File: src/hw/inband_flow_pkg.sv
// Constants shared by the in-band flow control block and its receive matcher.
package inband_flow_pkg;
  // Register word addresses on the plain register port.
  localparam logic [2:0] ADDR_RESUME_A = 3'h0;
  localparam logic [2:0] ADDR_RESUME_B = 3'h1;
  localparam logic [2:0] ADDR_PAUSE_A = 3'h2;
  localparam logic [2:0] ADDR_PAUSE_B = 3'h3;
  localparam logic [2:0] ADDR_FLOW_MODE = 3'h4;
  localparam logic [2:0] ADDR_FIFO_SETUP = 3'h5;
  localparam logic [2:0] ADDR_THRESHOLD = 3'h6;
  localparam logic [2:0] ADDR_STATUS = 3'h7;

  // Flow mode register fields.
  localparam int MODE_RX_LSB = 0;
  localparam int MODE_TX_LSB = 2;
  localparam int MODE_SRC_LSB = 4;
  localparam int MODE_FIFO_EN_BIT = 6;

  // Threshold register fields, each in steps of four entries.
  localparam int THR_HALT_LSB = 0;
  localparam int THR_RESUME_LSB = 4;
  localparam int THR_STEP_SHIFT = 2;

  // Status register bits.
  localparam int STAT_HALTED_BIT = 0;
  localparam int STAT_PAUSE_SENT_BIT = 1;
  localparam int STAT_CFG_ERR_BIT = 2;
  localparam int STAT_SEQ_WAIT_BIT = 3;
  localparam int STAT_SPEC_BUSY_BIT = 4;

  // Reset values.
  localparam logic [7:0] RST_CHAR = 8'h00;
  localparam logic [7:0] RST_FLOW_MODE = 8'h00;
  localparam logic [7:0] RST_FIFO_SETUP = 8'h00;
  localparam logic [7:0] RST_THRESHOLD = 8'h00;

  // Two-bit pairing field codes.
  localparam logic [1:0] PAIR_NONE = 2'h0;
  localparam logic [1:0] PAIR_B = 2'h1;
  localparam logic [1:0] PAIR_A = 2'h2;
  localparam logic [1:0] PAIR_BOTH = 2'h3;

  // Threshold source codes.
  localparam logic [1:0] SRC_NONE = 2'h0;
  localparam logic [1:0] SRC_SEPARATE = 2'h1;
  localparam logic [1:0] SRC_PRESET = 2'h2;

  // Preset halt levels and the next lower level used for resume.
  localparam logic [6:0] PRESET_HALT_0 = 7'h08;
  localparam logic [6:0] PRESET_HALT_1 = 7'h10;
  localparam logic [6:0] PRESET_HALT_2 = 7'h20;
  localparam logic [6:0] PRESET_HALT_3 = 7'h38;
  localparam logic [6:0] PRESET_RESUME_0 = 7'h00;

  typedef enum logic [1:0] {
    SEQ_IDLE = 2'b00,
    SEQ_GOT_PAUSE_A = 2'b01,
    SEQ_GOT_RESUME_A = 2'b10
  } seq_state_t;
endpackage

File: src/hw/inband_rx_match.sv
// Receive-side comparison of incoming characters against the special characters.
`timescale 1ns/1ps
module inband_rx_match #(
  parameter int CHAR_W = 8
) (
  // Clock and reset
  input wire logic sys_clk_in,
  input wire logic sys_rst_in,
  // Configuration
  input wire logic [3:0] char_pairing_select_in,
  input wire logic [CHAR_W-1:0] resume_char_a_in,
  input wire logic [CHAR_W-1:0] resume_char_b_in,
  input wire logic [CHAR_W-1:0] pause_char_a_in,
  input wire logic [CHAR_W-1:0] pause_char_b_in,
  // Incoming characters
  input wire logic [CHAR_W-1:0] rx_char_in,
  input wire logic rx_char_valid_in,
  // Forwarded characters and events
  output logic [CHAR_W-1:0] pass_data_out,
  output logic pass_valid_out,
  output logic pause_evt_out,
  output logic resume_evt_out,
  output logic seq_wait_out
);
  logic [1:0] rx_field;
  logic [1:0] tx_field;
  logic either_mode;
  logic seq_mode;
  logic is_ra, is_rb, is_pa, is_pb;
  logic hit_pause, hit_resume, drop;
  inband_flow_pkg::seq_state_t seq_r;
  inband_flow_pkg::seq_state_t seq_nxt;

  assign rx_field = char_pairing_select_in[inband_flow_pkg::MODE_RX_LSB +: 2];
  assign tx_field = char_pairing_select_in[inband_flow_pkg::MODE_TX_LSB +: 2];
  assign either_mode = (rx_field == inband_flow_pkg::PAIR_BOTH) &&
                       ((tx_field == inband_flow_pkg::PAIR_A) ||
                        (tx_field == inband_flow_pkg::PAIR_B));
  assign seq_mode = (rx_field == inband_flow_pkg::PAIR_BOTH) && !either_mode;
  assign is_ra = (rx_char_in == resume_char_a_in);
  assign is_rb = (rx_char_in == resume_char_b_in);
  assign is_pa = (rx_char_in == pause_char_a_in);
  assign is_pb = (rx_char_in == pause_char_b_in);

  // Every character is compared while the receive field is non-zero.
  always_comb begin
    hit_pause = 1'b0;
    hit_resume = 1'b0;
    drop = 1'b0;
    seq_nxt = inband_flow_pkg::SEQ_IDLE;
    case (rx_field)
      inband_flow_pkg::PAIR_A: begin
        hit_pause = is_pa;
        hit_resume = is_ra;
        drop = is_pa | is_ra;
      end
      inband_flow_pkg::PAIR_B: begin
        hit_pause = is_pb;
        hit_resume = is_rb;
        drop = is_pb | is_rb;
      end
      inband_flow_pkg::PAIR_BOTH: begin
        drop = is_pa | is_pb | is_ra | is_rb;
        if (either_mode) begin
          hit_pause = is_pa | is_pb;
          hit_resume = is_ra | is_rb;
        end else begin
          // The second character must directly follow the first one.
          hit_pause = (seq_r == inband_flow_pkg::SEQ_GOT_PAUSE_A) && is_pb;
          hit_resume = (seq_r == inband_flow_pkg::SEQ_GOT_RESUME_A) && is_rb;
          if (is_pa) begin
            seq_nxt = inband_flow_pkg::SEQ_GOT_PAUSE_A;
          end else if (is_ra) begin
            seq_nxt = inband_flow_pkg::SEQ_GOT_RESUME_A;
          end
        end
      end
      default: begin
        drop = 1'b0;
      end
    endcase
  end

  always_ff @(posedge sys_clk_in) begin
    if (sys_rst_in || !seq_mode) begin
      seq_r <= inband_flow_pkg::SEQ_IDLE;
    end else if (rx_char_valid_in) begin
      seq_r <= seq_nxt;
    end
  end

  always_ff @(posedge sys_clk_in) begin
    if (sys_rst_in) begin
      pass_valid_out <= 1'b0;
      pass_data_out <= '0;
      pause_evt_out <= 1'b0;
      resume_evt_out <= 1'b0;
    end else begin
      pass_valid_out <= rx_char_valid_in && !drop;
      pass_data_out <= rx_char_in;
      pause_evt_out <= rx_char_valid_in && hit_pause;
      resume_evt_out <= rx_char_valid_in && hit_resume;
    end
  end

  always_ff @(posedge sys_clk_in) begin
    if (sys_rst_in) begin
      seq_wait_out <= 1'b0;
    end else begin
      seq_wait_out <= seq_mode && (seq_nxt != inband_flow_pkg::SEQ_IDLE) && rx_char_valid_in ||
                      seq_mode && !rx_char_valid_in && (seq_r != inband_flow_pkg::SEQ_IDLE);
    end
  end
endmodule

File: src/hw/uart_auto_xon_xoff_flow.sv
// In-band pause/resume flow control for a serial port: receive matching and sending.
//
// Functional notes
// - With receive compare enabled, every incoming character is compared to pause characters.
// - Characters matching the compared pair's pause or resume characters never reach the receive FIFO.
// - After a pause, the current character finishes; no new data until resume.
// - Send resume below resume level, pause above halt level, when sending is enabled.
// - Four programmable eight-bit characters: two resume, two pause.
// - Separate thresholds range zero to sixty entries in steps of four.
// - Transmit field: 10 first pair, 01 second pair, 11 both, 00 off.
// - Receive field: 10 first pair, 01 second pair, 00 off.
// - Transmit 10 or 01 with receive 11: either character of a kind matches.
// - Transmit 11 or 00 with receive 11: two-character sequences are required.
// - Transmit sending and receive comparing are enabled independently.
// - With no threshold source, occupancy never triggers special characters.
// - Preset source: chosen preset is halt level, next lower preset is resume.
// - Threshold sending only while FIFOs enabled and a transmit pairing is selected.
//
// The register offsets and the address-and-strobe port are this design's own decisions.
`timescale 1ns/1ps
module uart_auto_xon_xoff_flow #(
  parameter int CHAR_W = 8,
  parameter int LEVEL_W = 7
) (
  // Clock and reset
  input wire logic sys_clk_in,
  input wire logic sys_rst_in,
  // Register port
  input wire logic [2:0] reg_addr_in,
  input wire logic [7:0] reg_wdata_in,
  input wire logic reg_wr_in,
  input wire logic reg_rd_in,
  output logic [7:0] reg_rdata_out,
  // Receiver side
  input wire logic [CHAR_W-1:0] rx_char_in,
  input wire logic rx_char_valid_in,
  input wire logic [LEVEL_W-1:0] rx_fifo_level_in,
  output logic [CHAR_W-1:0] rx_fifo_data_out,
  output logic rx_fifo_wr_out,
  // Transmit FIFO side
  input wire logic [CHAR_W-1:0] tx_data_in,
  input wire logic tx_data_valid_in,
  output logic tx_data_ready_out,
  // Transmitter side
  output logic [CHAR_W-1:0] tx_char_out,
  output logic tx_char_valid_out,
  input wire logic tx_char_ready_in,
  // Flow state
  output logic tx_halted_out
);
  if (CHAR_W != 8) begin : g_char_check
    $error("CHAR_W must be 8");
  end
  if (LEVEL_W < 7) begin : g_level_check
    $error("LEVEL_W must hold a level of 64");
  end

  logic [CHAR_W-1:0] resume_char_a_r;
  logic [CHAR_W-1:0] resume_char_b_r;
  logic [CHAR_W-1:0] pause_char_a_r;
  logic [CHAR_W-1:0] pause_char_b_r;
  logic [7:0] inband_flow_mode_r;
  logic [7:0] fifo_setup_reg_r;
  logic [7:0] threshold_pair_reg_r;
  logic [3:0] char_pairing_select;
  logic [1:0] tx_field;
  logic [1:0] threshold_source_select;
  logic fifo_en;
  logic [1:0] preset_rx_threshold;
  logic [6:0] halt_level;
  logic [6:0] resume_level;
  logic [6:0] level;
  logic cfg_err;
  logic thr_active;
  logic pause_sent_r;
  logic want_pause;
  logic want_resume;
  logic [1:0] spec_left_r;
  logic spec_pause_r;
  logic spec_use_b_r;
  logic spec_start;
  logic slot_free;
  logic load_spec;
  logic load_data;
  logic valid_nxt;
  logic halted_nxt;
  logic [1:0] spec_left_nxt;
  logic pause_evt;
  logic resume_evt;
  logic seq_wait;
  logic [7:0] status;

  // Picks the special character for a kind and a pair.
  function automatic logic [CHAR_W-1:0] spec_char(input logic is_pause, input logic use_b,
      input logic [CHAR_W-1:0] ra, input logic [CHAR_W-1:0] rb,
      input logic [CHAR_W-1:0] pa, input logic [CHAR_W-1:0] pb);
    if (is_pause) begin
      spec_char = use_b ? pb : pa;
    end else begin
      spec_char = use_b ? rb : ra;
    end
  endfunction

  // Scales a four-bit threshold field to entries.
  function automatic logic [6:0] thr_entries(input logic [3:0] field);
    thr_entries = {1'b0, field, 2'b00};
  endfunction

  assign char_pairing_select = inband_flow_mode_r[inband_flow_pkg::MODE_RX_LSB +: 4];
  assign tx_field = inband_flow_mode_r[inband_flow_pkg::MODE_TX_LSB +: 2];
  assign threshold_source_select = inband_flow_mode_r[inband_flow_pkg::MODE_SRC_LSB +: 2];
  assign fifo_en = inband_flow_mode_r[inband_flow_pkg::MODE_FIFO_EN_BIT];
  assign preset_rx_threshold = fifo_setup_reg_r[1:0];
  assign level = rx_fifo_level_in[6:0];

  // Level pair chosen by the threshold source.
  always_comb begin
    halt_level = thr_entries(threshold_pair_reg_r[inband_flow_pkg::THR_HALT_LSB +: 4]);
    resume_level = thr_entries(threshold_pair_reg_r[inband_flow_pkg::THR_RESUME_LSB +: 4]);
    if (threshold_source_select == inband_flow_pkg::SRC_PRESET) begin
      case (preset_rx_threshold)
        2'h0: begin
          halt_level = inband_flow_pkg::PRESET_HALT_0;
          resume_level = inband_flow_pkg::PRESET_RESUME_0;
        end
        2'h1: begin
          halt_level = inband_flow_pkg::PRESET_HALT_1;
          resume_level = inband_flow_pkg::PRESET_HALT_0;
        end
        2'h2: begin
          halt_level = inband_flow_pkg::PRESET_HALT_2;
          resume_level = inband_flow_pkg::PRESET_HALT_1;
        end
        default: begin
          halt_level = inband_flow_pkg::PRESET_HALT_3;
          resume_level = inband_flow_pkg::PRESET_HALT_2;
        end
      endcase
    end
  end

  // With separate thresholds, a halt level not above the resume level is flagged and never drives sending.
  assign cfg_err = (threshold_source_select == inband_flow_pkg::SRC_SEPARATE) &&
                   (halt_level <= resume_level);
  assign thr_active = fifo_en && (tx_field != inband_flow_pkg::PAIR_NONE) && !cfg_err &&
                      ((threshold_source_select == inband_flow_pkg::SRC_SEPARATE) ||
                       (threshold_source_select == inband_flow_pkg::SRC_PRESET));
  assign want_pause = thr_active && !pause_sent_r && (level > halt_level);
  assign want_resume = thr_active && pause_sent_r && (level < resume_level);
  assign spec_start = (spec_left_r == 2'd0) && (want_pause || want_resume);

  // Register writes.
  always_ff @(posedge sys_clk_in) begin
    if (sys_rst_in) begin
      resume_char_a_r <= inband_flow_pkg::RST_CHAR;
      resume_char_b_r <= inband_flow_pkg::RST_CHAR;
      pause_char_a_r <= inband_flow_pkg::RST_CHAR;
      pause_char_b_r <= inband_flow_pkg::RST_CHAR;
      inband_flow_mode_r <= inband_flow_pkg::RST_FLOW_MODE;
      fifo_setup_reg_r <= inband_flow_pkg::RST_FIFO_SETUP;
      threshold_pair_reg_r <= inband_flow_pkg::RST_THRESHOLD;
    end else if (reg_wr_in) begin
      case (reg_addr_in)
        inband_flow_pkg::ADDR_RESUME_A: resume_char_a_r <= reg_wdata_in;
        inband_flow_pkg::ADDR_RESUME_B: resume_char_b_r <= reg_wdata_in;
        inband_flow_pkg::ADDR_PAUSE_A: pause_char_a_r <= reg_wdata_in;
        inband_flow_pkg::ADDR_PAUSE_B: pause_char_b_r <= reg_wdata_in;
        inband_flow_pkg::ADDR_FLOW_MODE: inband_flow_mode_r <= {1'b0, reg_wdata_in[6:0]};
        inband_flow_pkg::ADDR_FIFO_SETUP: fifo_setup_reg_r <= {6'h00, reg_wdata_in[1:0]};
        inband_flow_pkg::ADDR_THRESHOLD: threshold_pair_reg_r <= reg_wdata_in;
        default: begin
        end
      endcase
    end
  end

  always_comb begin
    status = 8'h00;
    status[inband_flow_pkg::STAT_HALTED_BIT] = tx_halted_out;
    status[inband_flow_pkg::STAT_PAUSE_SENT_BIT] = pause_sent_r;
    status[inband_flow_pkg::STAT_CFG_ERR_BIT] = cfg_err;
    status[inband_flow_pkg::STAT_SEQ_WAIT_BIT] = seq_wait;
    status[inband_flow_pkg::STAT_SPEC_BUSY_BIT] = (spec_left_r != 2'd0);
  end

  // Register reads answer in the following cycle only.
  always_ff @(posedge sys_clk_in) begin
    if (sys_rst_in) begin
      reg_rdata_out <= 8'h00;
    end else if (reg_rd_in) begin
      case (reg_addr_in)
        inband_flow_pkg::ADDR_RESUME_A: reg_rdata_out <= resume_char_a_r;
        inband_flow_pkg::ADDR_RESUME_B: reg_rdata_out <= resume_char_b_r;
        inband_flow_pkg::ADDR_PAUSE_A: reg_rdata_out <= pause_char_a_r;
        inband_flow_pkg::ADDR_PAUSE_B: reg_rdata_out <= pause_char_b_r;
        inband_flow_pkg::ADDR_FLOW_MODE: reg_rdata_out <= inband_flow_mode_r;
        inband_flow_pkg::ADDR_FIFO_SETUP: reg_rdata_out <= fifo_setup_reg_r;
        inband_flow_pkg::ADDR_THRESHOLD: reg_rdata_out <= threshold_pair_reg_r;
        default: reg_rdata_out <= status;
      endcase
    end else begin
      reg_rdata_out <= 8'h00;
    end
  end

  inband_rx_match #(
    .CHAR_W(CHAR_W)
  ) u_rx_match (
    .sys_clk_in(sys_clk_in),
    .sys_rst_in(sys_rst_in),
    .char_pairing_select_in(char_pairing_select),
    .resume_char_a_in(resume_char_a_r),
    .resume_char_b_in(resume_char_b_r),
    .pause_char_a_in(pause_char_a_r),
    .pause_char_b_in(pause_char_b_r),
    .rx_char_in(rx_char_in),
    .rx_char_valid_in(rx_char_valid_in),
    .pass_data_out(rx_fifo_data_out),
    .pass_valid_out(rx_fifo_wr_out),
    .pause_evt_out(pause_evt),
    .resume_evt_out(resume_evt),
    .seq_wait_out(seq_wait)
  );

  // Halting follows receive comparison whatever the transmit pairing; turning comparison off releases a halt.
  always_comb begin
    halted_nxt = tx_halted_out;
    if (pause_evt) begin
      halted_nxt = 1'b1;
    end else if (char_pairing_select[1:0] == inband_flow_pkg::PAIR_NONE) begin
      halted_nxt = 1'b0;
    end else if (resume_evt) begin
      halted_nxt = 1'b0;
    end
  end

  always_ff @(posedge sys_clk_in) begin
    if (sys_rst_in) begin
      tx_halted_out <= 1'b0;
    end else begin
      tx_halted_out <= halted_nxt;
    end
  end

  // Hysteresis state: a crossing is only recorded when its sequence is queued.
  always_ff @(posedge sys_clk_in) begin
    if (sys_rst_in || !thr_active) begin
      pause_sent_r <= 1'b0;
    end else if (spec_start) begin
      pause_sent_r <= want_pause;
    end
  end

  // Special characters win the output slot over queued data.
  assign slot_free = !tx_char_valid_out || tx_char_ready_in;
  assign load_spec = slot_free && (spec_left_r != 2'd0);
  assign load_data = slot_free && (spec_left_r == 2'd0) && tx_data_ready_out &&
                     tx_data_valid_in;
  assign valid_nxt = load_spec || load_data || (tx_char_valid_out && !tx_char_ready_in);

  always_comb begin
    spec_left_nxt = spec_left_r;
    if (spec_start) begin
      spec_left_nxt = (tx_field == inband_flow_pkg::PAIR_BOTH) ? 2'd2 : 2'd1;
    end else if (load_spec) begin
      spec_left_nxt = spec_left_r - 2'd1;
    end
  end

  always_ff @(posedge sys_clk_in) begin
    if (sys_rst_in) begin
      spec_left_r <= 2'd0;
      spec_pause_r <= 1'b0;
      spec_use_b_r <= 1'b0;
    end else begin
      spec_left_r <= spec_left_nxt;
      if (spec_start) begin
        spec_pause_r <= want_pause;
        spec_use_b_r <= (tx_field == inband_flow_pkg::PAIR_B);
      end else if (load_spec) begin
        spec_use_b_r <= 1'b1;
      end
    end
  end

  always_ff @(posedge sys_clk_in) begin
    if (sys_rst_in) begin
      tx_char_valid_out <= 1'b0;
      tx_char_out <= '0;
    end else begin
      tx_char_valid_out <= valid_nxt;
      if (load_spec) begin
        tx_char_out <= spec_char(spec_pause_r, spec_use_b_r, resume_char_a_r,
                                 resume_char_b_r, pause_char_a_r, pause_char_b_r);
      end else if (load_data) begin
        tx_char_out <= tx_data_in;
      end
    end
  end

  // Data is offered only with an empty slot, no special pending and no halt.
  always_ff @(posedge sys_clk_in) begin
    if (sys_rst_in) begin
      tx_data_ready_out <= 1'b0;
    end else begin
      tx_data_ready_out <= !valid_nxt && (spec_left_nxt == 2'd0) && !halted_nxt;
    end
  end
endmodule

File: config.mk
export PLATFORM = sky130hd
export DESIGN_NAME = uart_auto_xon_xoff_flow
export DESIGN_NICKNAME = d
export VERILOG_FILES = /design/src/hw/inband_flow_pkg.sv /design/src/hw/inband_rx_match.sv /design/src/hw/uart_auto_xon_xoff_flow.sv
export SDC_FILE = /design/constraint.sdc
export NUM_CORES = 1
export LEC_CHECK = 0
export ABC_CLOCK_PERIOD_IN_PS = 6400
export BUFFER_PORTS_ARGS = -buffer_cell sky130_fd_sc_hd__buf_2
export CORE_ASPECT_RATIO = 0.6
export CORE_MARGIN = 4
export CORE_UTILIZATION = 45
export CTS_CLUSTER_SIZE = 14
export DETAILED_ROUTE_END_ITERATION = 10
export GPL_TIMING_DRIVEN = 0
export PLACE_DENSITY = 0.65
export SLEW_MARGIN = 25
export SYNTH_ARGS = -nofsm -noshare
export SYNTH_HDL_FRONTEND = slang
export SYNTH_SLANG_ARGS = --single-unit
File: constraint.sdc
create_clock -name sys_clk_in -period 6.4 [get_ports sys_clk_in]
set_input_delay 0.32 -clock sys_clk_in [delete_from_list [all_inputs] [get_ports sys_clk_in]]
set_output_delay 0.32 -clock sys_clk_in [all_outputs]
set_load 0.005 [all_outputs]
==> metrics.csv, run 1 <==
metric,value,unit
Power Dens Cells,264,nW/µm²
worst path cell trace,inv_1 -> ha_1 -> buf_6 -> buf_2 -> mux2i_1 -> ha_1 -> a2111oi_0 -> o21a_1 -> a21oi_1 -> or4_1 -> o311a_1,
# IOs,69,
Slew @ Worst Pin,1.03,ns
# setup viols final,0,
Max Fclk,323,MHz
crit start category,register,
routability cong.,0.964,
"EDFF count, synth",0,
CP endpoint kind,register,
# nets final,701,
share of cells above drive strength 1,14.9,%
drt via density,5.64,
port bufs,58,
DRC Markers,0,
Fill cells,993,
TritonCTS Buffers,9,
pin count of the biggest net entering global routing,16,
initial antenna violation count,0,
"most used cell, CP",ha_1,
Setup Buffers After CTS,0,
clk sinks,87,
Post-DP Area,5200,µm²
Unique masters post-synth,52,
post-route ant nets,0,
worst stage delay on the critical path,0.52,ns
part of the Yosys area used for sequential elements,36.7,%
n_diodes,0,
average size of a mapped cell,8.31,µm²
crit path DAT,3.33,ns
Slew headroom,30.7,%
reported leakage power,2.11,nW
Mapped Area,4740,µm²
Fin Clk Skew,0.00751,ns
CP Max Fanout,10,
Starting Density,47.2,%
Post-CTS Resized,0,
GRT Residual Overflow,0,
Max-cap violations,0,
Clock Latency Late Sink,0.35,ns
Ys Warns,0,
area delta synth->final,15.6,%
placed cell count,764,
global-route wire length before repair,22400,µm
CP required,6.63,ns
DIE WIDTH,141,µm
WP buf/inv,3,
full die area,12300,µm²
vias in the first global route,3989,
drt first pass iters,5,
Pins Over Slew Limit,0,
FP Rows,28,
Finished Layout Cells,780,
CTS Buffer Depth,2,
grt met1 use,37.7,%
Fin. Hold Viols,0,
Die Y,87.5,µm
worst hold margin,0.275,ns
Placeable Area,10100,µm²
cells after synthesis,571,
WL per Instance,18.5,µm
Worst-path clk slew,0.06,ns
Hold/Removal Path Class,in -> reg,
slowest library cell on the worst path,a2111oi_0,
CTS tree,yes,
met2 Usage GRT,31.6,%
Initial DRC Count,507,
placed wire-length estimate,11400,µm
H-tree lvl count,3,
Yosys reg bits,87,
WL final,14400,µm
CTS Hold Buffers Added,0,
Synth Flop Type,dfxtp_1,
net count after synthesis,632,
Crit path max-delay family,compound AO/OA/AOI/OAI gates,
setup TNS,0,ns
WS Path Type,reg -> reg,
minimum clock period,3.10,ns
worst vdd ir,0.172,mV
met3 Use GR,6.55,%
crit share post-route,48.4,%
Final Instance Area,5490,µm²
vias after detailed routing,4403,
CTS root buffer,clkbuf_16,
all-layer global routing usage,24.0,%
layer with the highest usage,met1,
async set-reset flop share out of synthesis,0,%
status,finished clean,
RSZ-0062 raised after global routing,false,
==> synthesized netlist by cell type (14+ instances only) <==
library cell,number,area [µm²]
a21oi_1,64,320
nor2b_1,15,93.8
nor2_1,56,210
clkbuf_1,22,82.6
nand2_1,100,375
ha_1,20,250
nand3_1,14,70.1
xor2_1,19,166
inv_1,21,78.8
xnor2_1,15,131
dfxtp_1,87,1740
mux2i_1,26,260
==> worst min-delay path, cell delays in order <==
cell and delay (ns):
buf_2 0.14, nand2_1 0.06, a21oi_1 0.05
==> cell type report <==
| type | count | area (µm²) | area share [%] |
|---|---|---|---|
| buffer | 32 | 129 | 2.35 |
| clock buffer | 10 | 239 | 4.36 |
| inverter | 22 | 82.6 | 1.51 |
| multi-input combinational | 430 | 2790 | 50.9 |
| timing repair buffer | 58 | 290 | 5.29 |
| clock inverter | 6 | 43.8 | 0.798 |
| sequential | 87 | 1740 | 31.7 |
| tap | 135 | 169 | 3.08 |
==> power breakdown <==
| part | internal (mW) | switching, mW | leakage, nW | total (mW) |
|---|---|---|---|---|
| clock network | 0.275 | 0.223 | 0.139 | 0.498 |
| registers | 0.590 | 0.0276 | 0.708 | 0.618 |
| logic | 0.138 | 0.196 | 1.26 | 0.335 |
==> sequential cells by signal, indices dropped and copies added (netlist names), 7 cells and up <==
register	cells
u_rx_match.pass_data_out	8
pause_char_b_r	8
pause_char_a_r	8
tx_char_out	8
reg_rdata_out	8
resume_char_a_r	8
threshold_pair_reg_r	8
resume_char_b_r	8
inband_flow_mode_r	7
==> path summary, 6_finish.rpt <==
| check | slack [ns] | from | cells past startpoint | to |
|---|---|---|---|---|
| worst min-delay path | 0.28 | reg_wdata_in[7] | 3 | threshold_pair_reg_r[7] |
| worst max-delay path | 3.30 | inband_flow_mode_r[4] | 11 | spec_use_b_r |
| worst min register to register | 0.48 | u_rx_match.pause_evt_out | 2 | tx_halted_out |
| worst max register to register | 3.30 | inband_flow_mode_r[4] | 11 | spec_use_b_r |
==> cell families (layout without fill, tap and decap cells) <==
kind of cell / count (synthesis) / after routing / synth area share, %
AOI/OAI and AO/OA: 117 / 117 / 15.2
xor gates and xnor gates: 34 / 34 / 6.28
adders and majority gates: 20 / 20 / 5.27
buffers and inverters: 54 / 128 / 4.46
DFF: 87 / 87 / 36.7
muxes: 40 / 40 / 11.4
and+or+nand+nor: 219 / 219 / 20.6
==> cells in the final DEF (no fill, tap or decap), types with 3 or more instances in the layout <==
master       n
a211oi_1    12
a21oi_1     64
a31oi_1      3
and2_1       3
buf_1        8
buf_2       59
clkbuf_1    22
clkbuf_16    9
dfxtp_1     87
ha_1        20
inv_1       21
mux2_2       3
mux2i_1     26
mux4_2      11
nand2_1    100
nand3_1     14
nor2_1      56
nor2b_1     15
nor3_1       6
nor3b_1      3
nor4_1       8
o21a_1       3
o21ai_0     12
o31ai_1      3
xnor2_1     15
xor2_1      19
==> through the flow <==
step	util, %	setup WS, ns	power (mW)
finish	54.6	3.30	1.45
CTS	54.6	3.36	1.46
floorplan	-	3.66	0.850
detailed placement	51.8	3.37	0.964
global route	54.6	3.11	1.52
global placement	51.8	3.37	0.955
==> per-layer routing <==
metal | share of wire (%) | wire [µm] | vias to the layer above
met3 | 11 | 1540 | 18
met4 | 1.4 | 208 | 2
met2 | 37 | 5370 | 206
met5 | 0.34 | 49 | -
met1 | 50 | 7280 | 2061
li1 | - | - | 2116
(Power assumes the default switching activity.)
==> inputs of run 2 (changes only) <==
- ABC_CLOCK_PERIOD_IN_PS: 6400 -> 2800
- PLACE_DENSITY: 0.65 -> 0.68
- clock period: 6.4 -> 2.8 ns (I/O delays scaled with it)
==> run 2 against run 1 <==
Compared with the run above:
- non-clock buffer count is 4 higher
- total power up 140%
- fmax rose by 13%
- sequential power rose by 130%
- highest routed layer is now met4
==> metrics.csv, run 2 (synthesis results as in run 1) <==
metric,value,unit,change
crit start category,register,,unchanged
# setup viols final,0,,unchanged
minimum clock period,2.74,ns,was 3.10 ns
FP Rows,28,,unchanged
H-tree lvl count,3,,unchanged
Clock Power Share,37.4,%,was 34.3%
WL per Instance,18.9,µm,was 18.5 µm
CTS Buffer Depth,2,,unchanged
# IOs,69,,unchanged
Slew headroom,33.9,%,was 30.7%
CP Max Fanout,8,,was 10
slowest library cell on the worst path,or4_1,,was a2111oi_0
worst path cell trace,inv_1 -> ha_2 -> buf_8 -> mux2_4 -> ha_1 -> and2_4 -> nor2b_2 -> a211o_1 -> o21ai_4 -> or4_1 -> o311a_1,,was inv_1 -> ha_1 -> buf_6 -> buf_2 -> mux2i_1 -> ha_1 -> a2111oi_0 -> o21a_1 -> a21oi_1 -> or4_1 -> o311a_1
DRC Markers,0,,unchanged
Worst-path clk slew,0.06,ns,about the same
clk sinks,87,,unchanged
full die area,12300,µm²,unchanged
TritonCTS Buffers,9,,unchanged
dpl ws,-0.280,ns,was 3.37 ns
CTS Hold Buffers Added,0,,unchanged
Starting Density,47.2,%,unchanged
switching share of total power,29.2,%,was 30.8%
reported leakage power,2.17,nW,was 2.11 nW
post-route ant nets,0,,unchanged
WL final,14900,µm,was 14400 µm
Power Dens Cells,620,nW/µm²,was 264 nW/µm²
Die Y,87.5,µm,unchanged
Pins Over Slew Limit,0,,unchanged
setup ws final,0.0560,ns,was 3.30 ns
Crit path max-delay family,simple AND/OR/NAND/NOR gates,,was compound AO/OA/AOI/OAI gates
Placeable Area,10100,µm²,unchanged
"commonest cells after routing, fill and taps aside","100 x nand2_1, 84 x dfxtp_1, 62 x a21oi_1",,"was 100 x nand2_1, 87 x dfxtp_1, 64 x a21oi_1"
worst hold margin,0.103,ns,was 0.275 ns
Slew @ Worst Pin,0.984,ns,was 1.03 ns
Max-cap violations,0,,unchanged
part of the power in combinational logic,22.3,%,was 23.1%
Fill cells,962,,was 993
status,finished clean,,unchanged
CTS root buffer,clkbuf_16,,unchanged
DIE WIDTH,141,µm,unchanged
worst stage delay on the critical path,0.49,ns,was 0.52 ns
crit share post-route,98.0,%,was 48.4%
"commonest non-fill, non-tap cell in the layout",nand2_1,,unchanged
CTS tree,yes,,unchanged
Hold/Removal Path Class,in -> reg,,unchanged
part of the power in registers,40.3,%,was 42.6%
global-route wire length before repair,22300,µm,was 22400 µm
area delta synth->final,19.2,%,was 15.6%
worst vdd ir,0.437,mV,was 0.172 mV
Max Fclk,364,MHz,was 323 MHz
vias in the first global route,4085,,was 3989
WS Path Type,reg -> reg,,unchanged
all-layer global routing usage,23.9,%,was 24.0%
CP required,3.03,ns,was 6.63 ns
vias after detailed routing,4488,,was 4403
crit path DAT,2.98,ns,was 3.33 ns
routability cong.,0.984,,was 0.964
P_int,2.48,mW,was 1.00 mW
Clock Latency Late Sink,0.34,ns,was 0.35 ns
setup TNS,0,ns,unchanged
Psw,1.02,mW,was 0.447 mW
placed wire-length estimate,11600,µm,was 11400 µm
pin count of the biggest net entering global routing,19,,was 16
port bufs,58,,unchanged
n_diodes,0,,unchanged
Fin. Hold Viols,0,,unchanged
initial antenna violation count,0,,unchanged
drt via density,5.72,,was 5.64
Initial DRC Count,356,,was 507
share of cells above drive strength 1,17.3,%,was 14.9%
drt first pass iters,5,,unchanged
# nets final,705,,was 701
CP endpoint kind,register,,unchanged
Fin Clk Skew,0.0101,ns,was 0.00751 ns
GRT Residual Overflow,0,,unchanged
WP buf/inv,2,,was 3
## run 2: cell types whose count changed in the layout (fill, tap and decap cells not counted), moves of 2 or more
cell,change
dfxtp_2,+2
bufinv_16,+2
dfxtp_1,-3
mux2i_1,-2
a21oi_1,-2
clkbuf_1,+2
clkinv_2,-2
buf_4,+4
## run 2: metal layers
metal  track usage [%]  wire length, µm
met5                 0                0
met4              4.75               98
met3              7.64             1920
met2              33.8             5900
met1              35.8             6930
## run 2: final cells by class
| class | count | area [µm²] | share of cell area, % |
|---|---|---|---|
| Inverter | 22 | 82.6 | 1.46 |
| Multi-Input combinational cell | 430 | 2880 | 50.9 |
| Timing Repair Buffer | 63 | 325 | 5.75 |
| Sequential cell | 87 | 1750 | 30.9 |
| Tap cell | 135 | 169 | 2.99 |
| Clock inverter | 4 | 77.6 | 1.37 |
| Clock buffer | 12 | 246 | 4.36 |
| Buffer | 31 | 128 | 2.26 |
## run 2: worst register-to-register path, cell delays in order (launching register included)
cell     delay (ns)
dfxtp_4        0.37
inv_1          0.07
ha_2           0.19
buf_8          0.15
mux2_4         0.32
ha_1           0.29
and2_4         0.16
nor2b_2        0.16
a211o_1        0.20
o21ai_4        0.10
or4_1          0.49
o311a_1        0.13
## run 2: final timing paths
path                            slack (ns)                     from  depth (start not counted)            endpoint
worst max register to register        0.06    inband_flow_mode_r[4]                         11        spec_use_b_r
worst min register to register        0.48  u_rx_match.seq_wait_out                          2    reg_rdata_out[3]
worst min-delay path                  0.10          reg_wdata_in[7]                          3  resume_char_a_r[7]
worst max-delay path                  0.06    inband_flow_mode_r[4]                         11        spec_use_b_r
## run 2: metrics by stage
| stage | util (%) | power [mW] | cells | instance area [µm²] |
|---|---|---|---|---|
| 2_1_floorplan | - | 1.94 | 571 | 4740 |
| 3_3_place_gp | 51.8 | 2.18 | 764 | 5200 |
| 3_5_place_dp | 51.8 | 2.20 | 764 | 5200 |
| 4_1_cts | 55.1 | 3.51 | 779 | 5540 |
| 5_1_grt | 56.2 | 3.65 | 784 | 5660 |
| 6_report | 56.2 | 3.51 | 784 | 5660 |
## run 2: power groups by stage
stage | sequential, mW | combinational, mW | clock [mW]
finish | 1.41 | 0.782 | 1.31
global route | 1.42 | 0.863 | 1.37
CTS | 1.41 | 0.768 | 1.33
detailed placement | 1.44 | 0.763 | 0
global placement | 1.43 | 0.743 | 0
floorplan | 1.43 | 0.509 | 0
## run 2: repair_timing
action	4_1_cts	5_1_grt
resized for setup	6	17
buffers inserted	0	4
setup endpoints to repair	5	3
cloned	0	1
pin swaps	0	4
==> inputs of run 3 (changes only) <==
- ABC_AREA: not set -> 1
==> run 3 against run 2 <==
Compared with the run above:
- clock power is 6% lower
- critical path type unchanged
- critical endpoint is now spec_left_r[0]
- sequential power about the same
- non-clock buffer count shrank 6
- highest routed layer unchanged
- largest power group unchanged
- first-iteration DRC count grew 91%
==> metrics.csv, run 3 <==
metric,value,unit,change
WL final,15700,µm,was 14900 µm
Placeable Area,9910,µm²,was 10100 µm²
global-route wire length before repair,24400,µm,was 22300 µm
CTS Buffer Depth,2,,unchanged
CP required,3.07,ns,was 3.03 ns
drt via density,5.68,,was 5.72
routability cong.,0.977,,was 0.984
area delta synth->final,17.3,%,was 19.2%
"commonest non-fill, non-tap cell in the layout",nand2_1,,unchanged
CTS Hold Buffers Added,0,,unchanged
Unique masters post-synth,37,,was 52
CP endpoint kind,register,,unchanged
Max Fclk,386,MHz,was 364 MHz
post-route ant nets,0,,unchanged
# setup viols final,0,,unchanged
Fin. Hold Viols,0,,unchanged
Worst R2R Start,inband_flow_mode_r[4],,unchanged
Max-cap violations,0,,unchanged
CTS tree,yes,,unchanged
"EDFF count, synth",0,,unchanged
status,finished clean,,unchanged
cells after synthesis,645,,was 571
pin count of the biggest net entering global routing,14,,was 19
DIE WIDTH,139,µm,was 141 µm
async set-reset flop share out of synthesis,0,%,unchanged
Hold Path End,tx_char_out[4],,was resume_char_a_r[7]
port bufs,64,,was 58
most frequent cell after synthesis,nand2_1,,unchanged
Ys Warns,0,,unchanged
DRC Markers,0,,unchanged
reg-to-reg setup timing slack,0.21,ns,was 0.06 ns
vias after detailed routing,4880,,was 4488
share of cells above drive strength 1,14.6,%,was 17.3%
average size of a mapped cell,7.14,µm²,was 8.31 µm²
net count after synthesis,706,,was 632
GRT Residual Overflow,0,,unchanged
Fin Clk Skew,0.00513,ns,was 0.0101 ns
part of the Yosys area used for sequential elements,37.8,%,was 36.7%
Power Dens Cells,650,nW/µm²,was 620 nW/µm²
vias in the first global route,4354,,was 4085
CTS root buffer,clkbuf_16,,unchanged
footprint of the multi-input gates,2440,µm²,was 2880 µm²
setup TNS,0,ns,unchanged
worst vdd ir,0.544,mV,was 0.437 mV
Slew @ Worst Pin,0.699,ns,was 0.984 ns
largest area contributor in the netlist,dfxtp_1,,unchanged
hold_sp,tx_data_in[4],,was reg_wdata_in[7]
Synth top cells by count,"95 x nand2_1, 87 x a21oi_1, 87 x dfxtp_1",,"was 100 x nand2_1, 87 x dfxtp_1, 64 x a21oi_1"
placed wire-length estimate,12300,µm,was 11600 µm
Starting Density,46.4,%,was 47.2%
Worst-path clk slew,0.06,ns,about the same
H-tree lvl count,3,,unchanged
Slew headroom,53.4,%,was 33.9%
Max Used Layer,met4,,unchanged
"commonest cells after routing, fill and taps aside","95 x nand2_1, 87 x a21oi_1, 87 x dfxtp_1",,"was 100 x nand2_1, 84 x dfxtp_1, 62 x a21oi_1"
Setup Buffers After CTS,0,,unchanged
metal3 WL,1990,µm,was 1920 µm
Mapped Area,4600,µm²,was 4740 µm²
RSZ-0062 raised after global routing,false,,
crit path DAT,2.86,ns,was 2.98 ns
# nets final,781,,was 705
CP Max Fanout,6,,was 8
crit start category,register,,unchanged
Die Y,86.4,µm,was 87.5 µm
Synth Flop Type,dfxtp_1,,unchanged
Pins Over Slew Limit,0,,unchanged
Hold Path Cell Cnt,3,,unchanged
drt first pass iters,6,,was 5
Yosys reg bits,87,,unchanged
WL per Instance,18.3,µm,was 18.9 µm
all-layer global routing usage,26.3,%,was 23.9%
Initial DRC Count,679,,was 356
TritonCTS Buffers,9,,unchanged
WS Path Type,reg -> reg,,unchanged
Final Instance Area,5400,µm²,was 5660 µm²
n_diodes,0,,unchanged
Post-DP Area,5090,µm²,was 5200 µm²
initial antenna violation count,0,,unchanged
Area contributors post-synth,"dfxtp_1 38%, a21oi_1 9.5%, o21ai_0 7.9%",,"was dfxtp_1 37%, nand2_1 7.9%, a21oi_1 6.8%"
crit share post-route,92.5,%,was 98.0%
reported leakage power,2.27,nW,was 2.17 nW
Fill cells,980,,was 962
clk sinks,87,,unchanged
FP Rows,28,,unchanged
minimum clock period,2.59,ns,was 2.74 ns
r2r endpoint,spec_left_r[0],,was spec_use_b_r
full die area,12000,µm²,was 12300 µm²
Reg area,1740,µm²,was 1750 µm²
R2R depth,14,,was 11
WL met1,7490,µm,was 6930 µm
metal2 WL,6040,µm,was 5900 µm
# IOs,69,,unchanged
Clock Latency Late Sink,0.34,ns,about the same
post-synth top area share,37.8,%,was 36.7%
Hold/Removal Path Class,in -> reg,,unchanged
==> run 3: metrics by stage <==
stage / total power [mW] / util [%] / hold WS, ns / worst slack, ns / cells
3_5_place_dp: 2.28 / 51.4 / 0.413 / 0.187 / 844
6_report: 3.51 / 54.5 / 0.0682 / 0.211 / 859
2_1_floorplan: 1.97 / - / 0.233 / 0.639 / 645
5_1_grt: 3.68 / 54.5 / 0.0672 / 0.0155 / 859
3_3_place_gp: 2.24 / 51.4 / 0.413 / 0.255 / 844
4_1_cts: 3.49 / 54.4 / 0.0591 / 0.159 / 859
==> run 3: what timing repair did <==
item,4_1_cts,5_1_grt
endpoints found under the hold margin,0,0
gates resized for setup,0,3
endpoints found under the setup margin,0,6
==> run 3: worst max-delay path by stage <==
stage | start | to | slack [ns] | cells past startpoint
finish | inband_flow_mode_r[4] | spec_left_r[0] | 0.21 | 14
detailed placement | fifo_setup_reg_r[0] | spec_left_r[0] | 0.19 | 18
global placement | inband_flow_mode_r[4] | spec_left_r[0] | 0.26 | 17
floorplan | inband_flow_mode_r[4] | spec_left_r[0] | 0.64 | 17
global route | inband_flow_mode_r[4] | spec_left_r[0] | 0.02 | 14
CTS | inband_flow_mode_r[4] | tx_data_ready_out | 0.16 | 16
==> run 3: kinds of logic (layout without fill, tap and decap cells) <==
family / after synthesis / count (layout) / synth area share [%]
adder cells (fa/ha/maj): 20 / 20 / 5.43
AO/OA/AOI/OAI: 191 / 191 / 22.4
AND/OR/NAND/NOR: 216 / 216 / 21.4
buffers and inverters: 112 / 191 / 9.40
XOR/XNOR: 19 / 19 / 3.61
flip-flops: 87 / 87 / 37.8
==> run 3: layout make-up <==
cell class	instances	area share, %
multi-input combinational	446	45.1
sequential	87	32.3
inverter	88	6.12
timing repair buffer	64	5.93
clock buffer	12	4.75
tap	135	3.13
buffer	24	1.90
clock inverter	3	0.788
==> run 3: critical path, cell delays in order, from the launching register on <==
cell and delay, ns:
dfxtp_1 0.31, inv_1 0.10, ha_1 0.21, inv_1 0.11, o21ai_0 0.47, ha_1 0.33, a21oi_1 0.20, nor2_1 0.06
o21ai_1 0.11, nand2_1 0.06, nand2_1 0.14, nand4_4 0.16, nand2_2 0.11, nand2_1 0.06, nor2_2 0.09
==> run 3: layer usage <==
| layer | vias up | track usage (%) |
|---|---|---|
| met5 | - | 0 |
| met4 | 0 | 5.11 |
| met3 | 24 | 8.27 |
| met2 | 289 | 35.9 |
| met1 | 2251 | 40.3 |
| li1 | 2316 | - |
==> run 3: power by group <==
group / total [mW] / internal, mW / switching [mW]
clock: 1.23 / 0.734 / 0.492
combinational: 0.865 / 0.279 / 0.585
sequential: 1.42 / 1.35 / 0.0695
total: 3.51 / 2.36 / 1.15
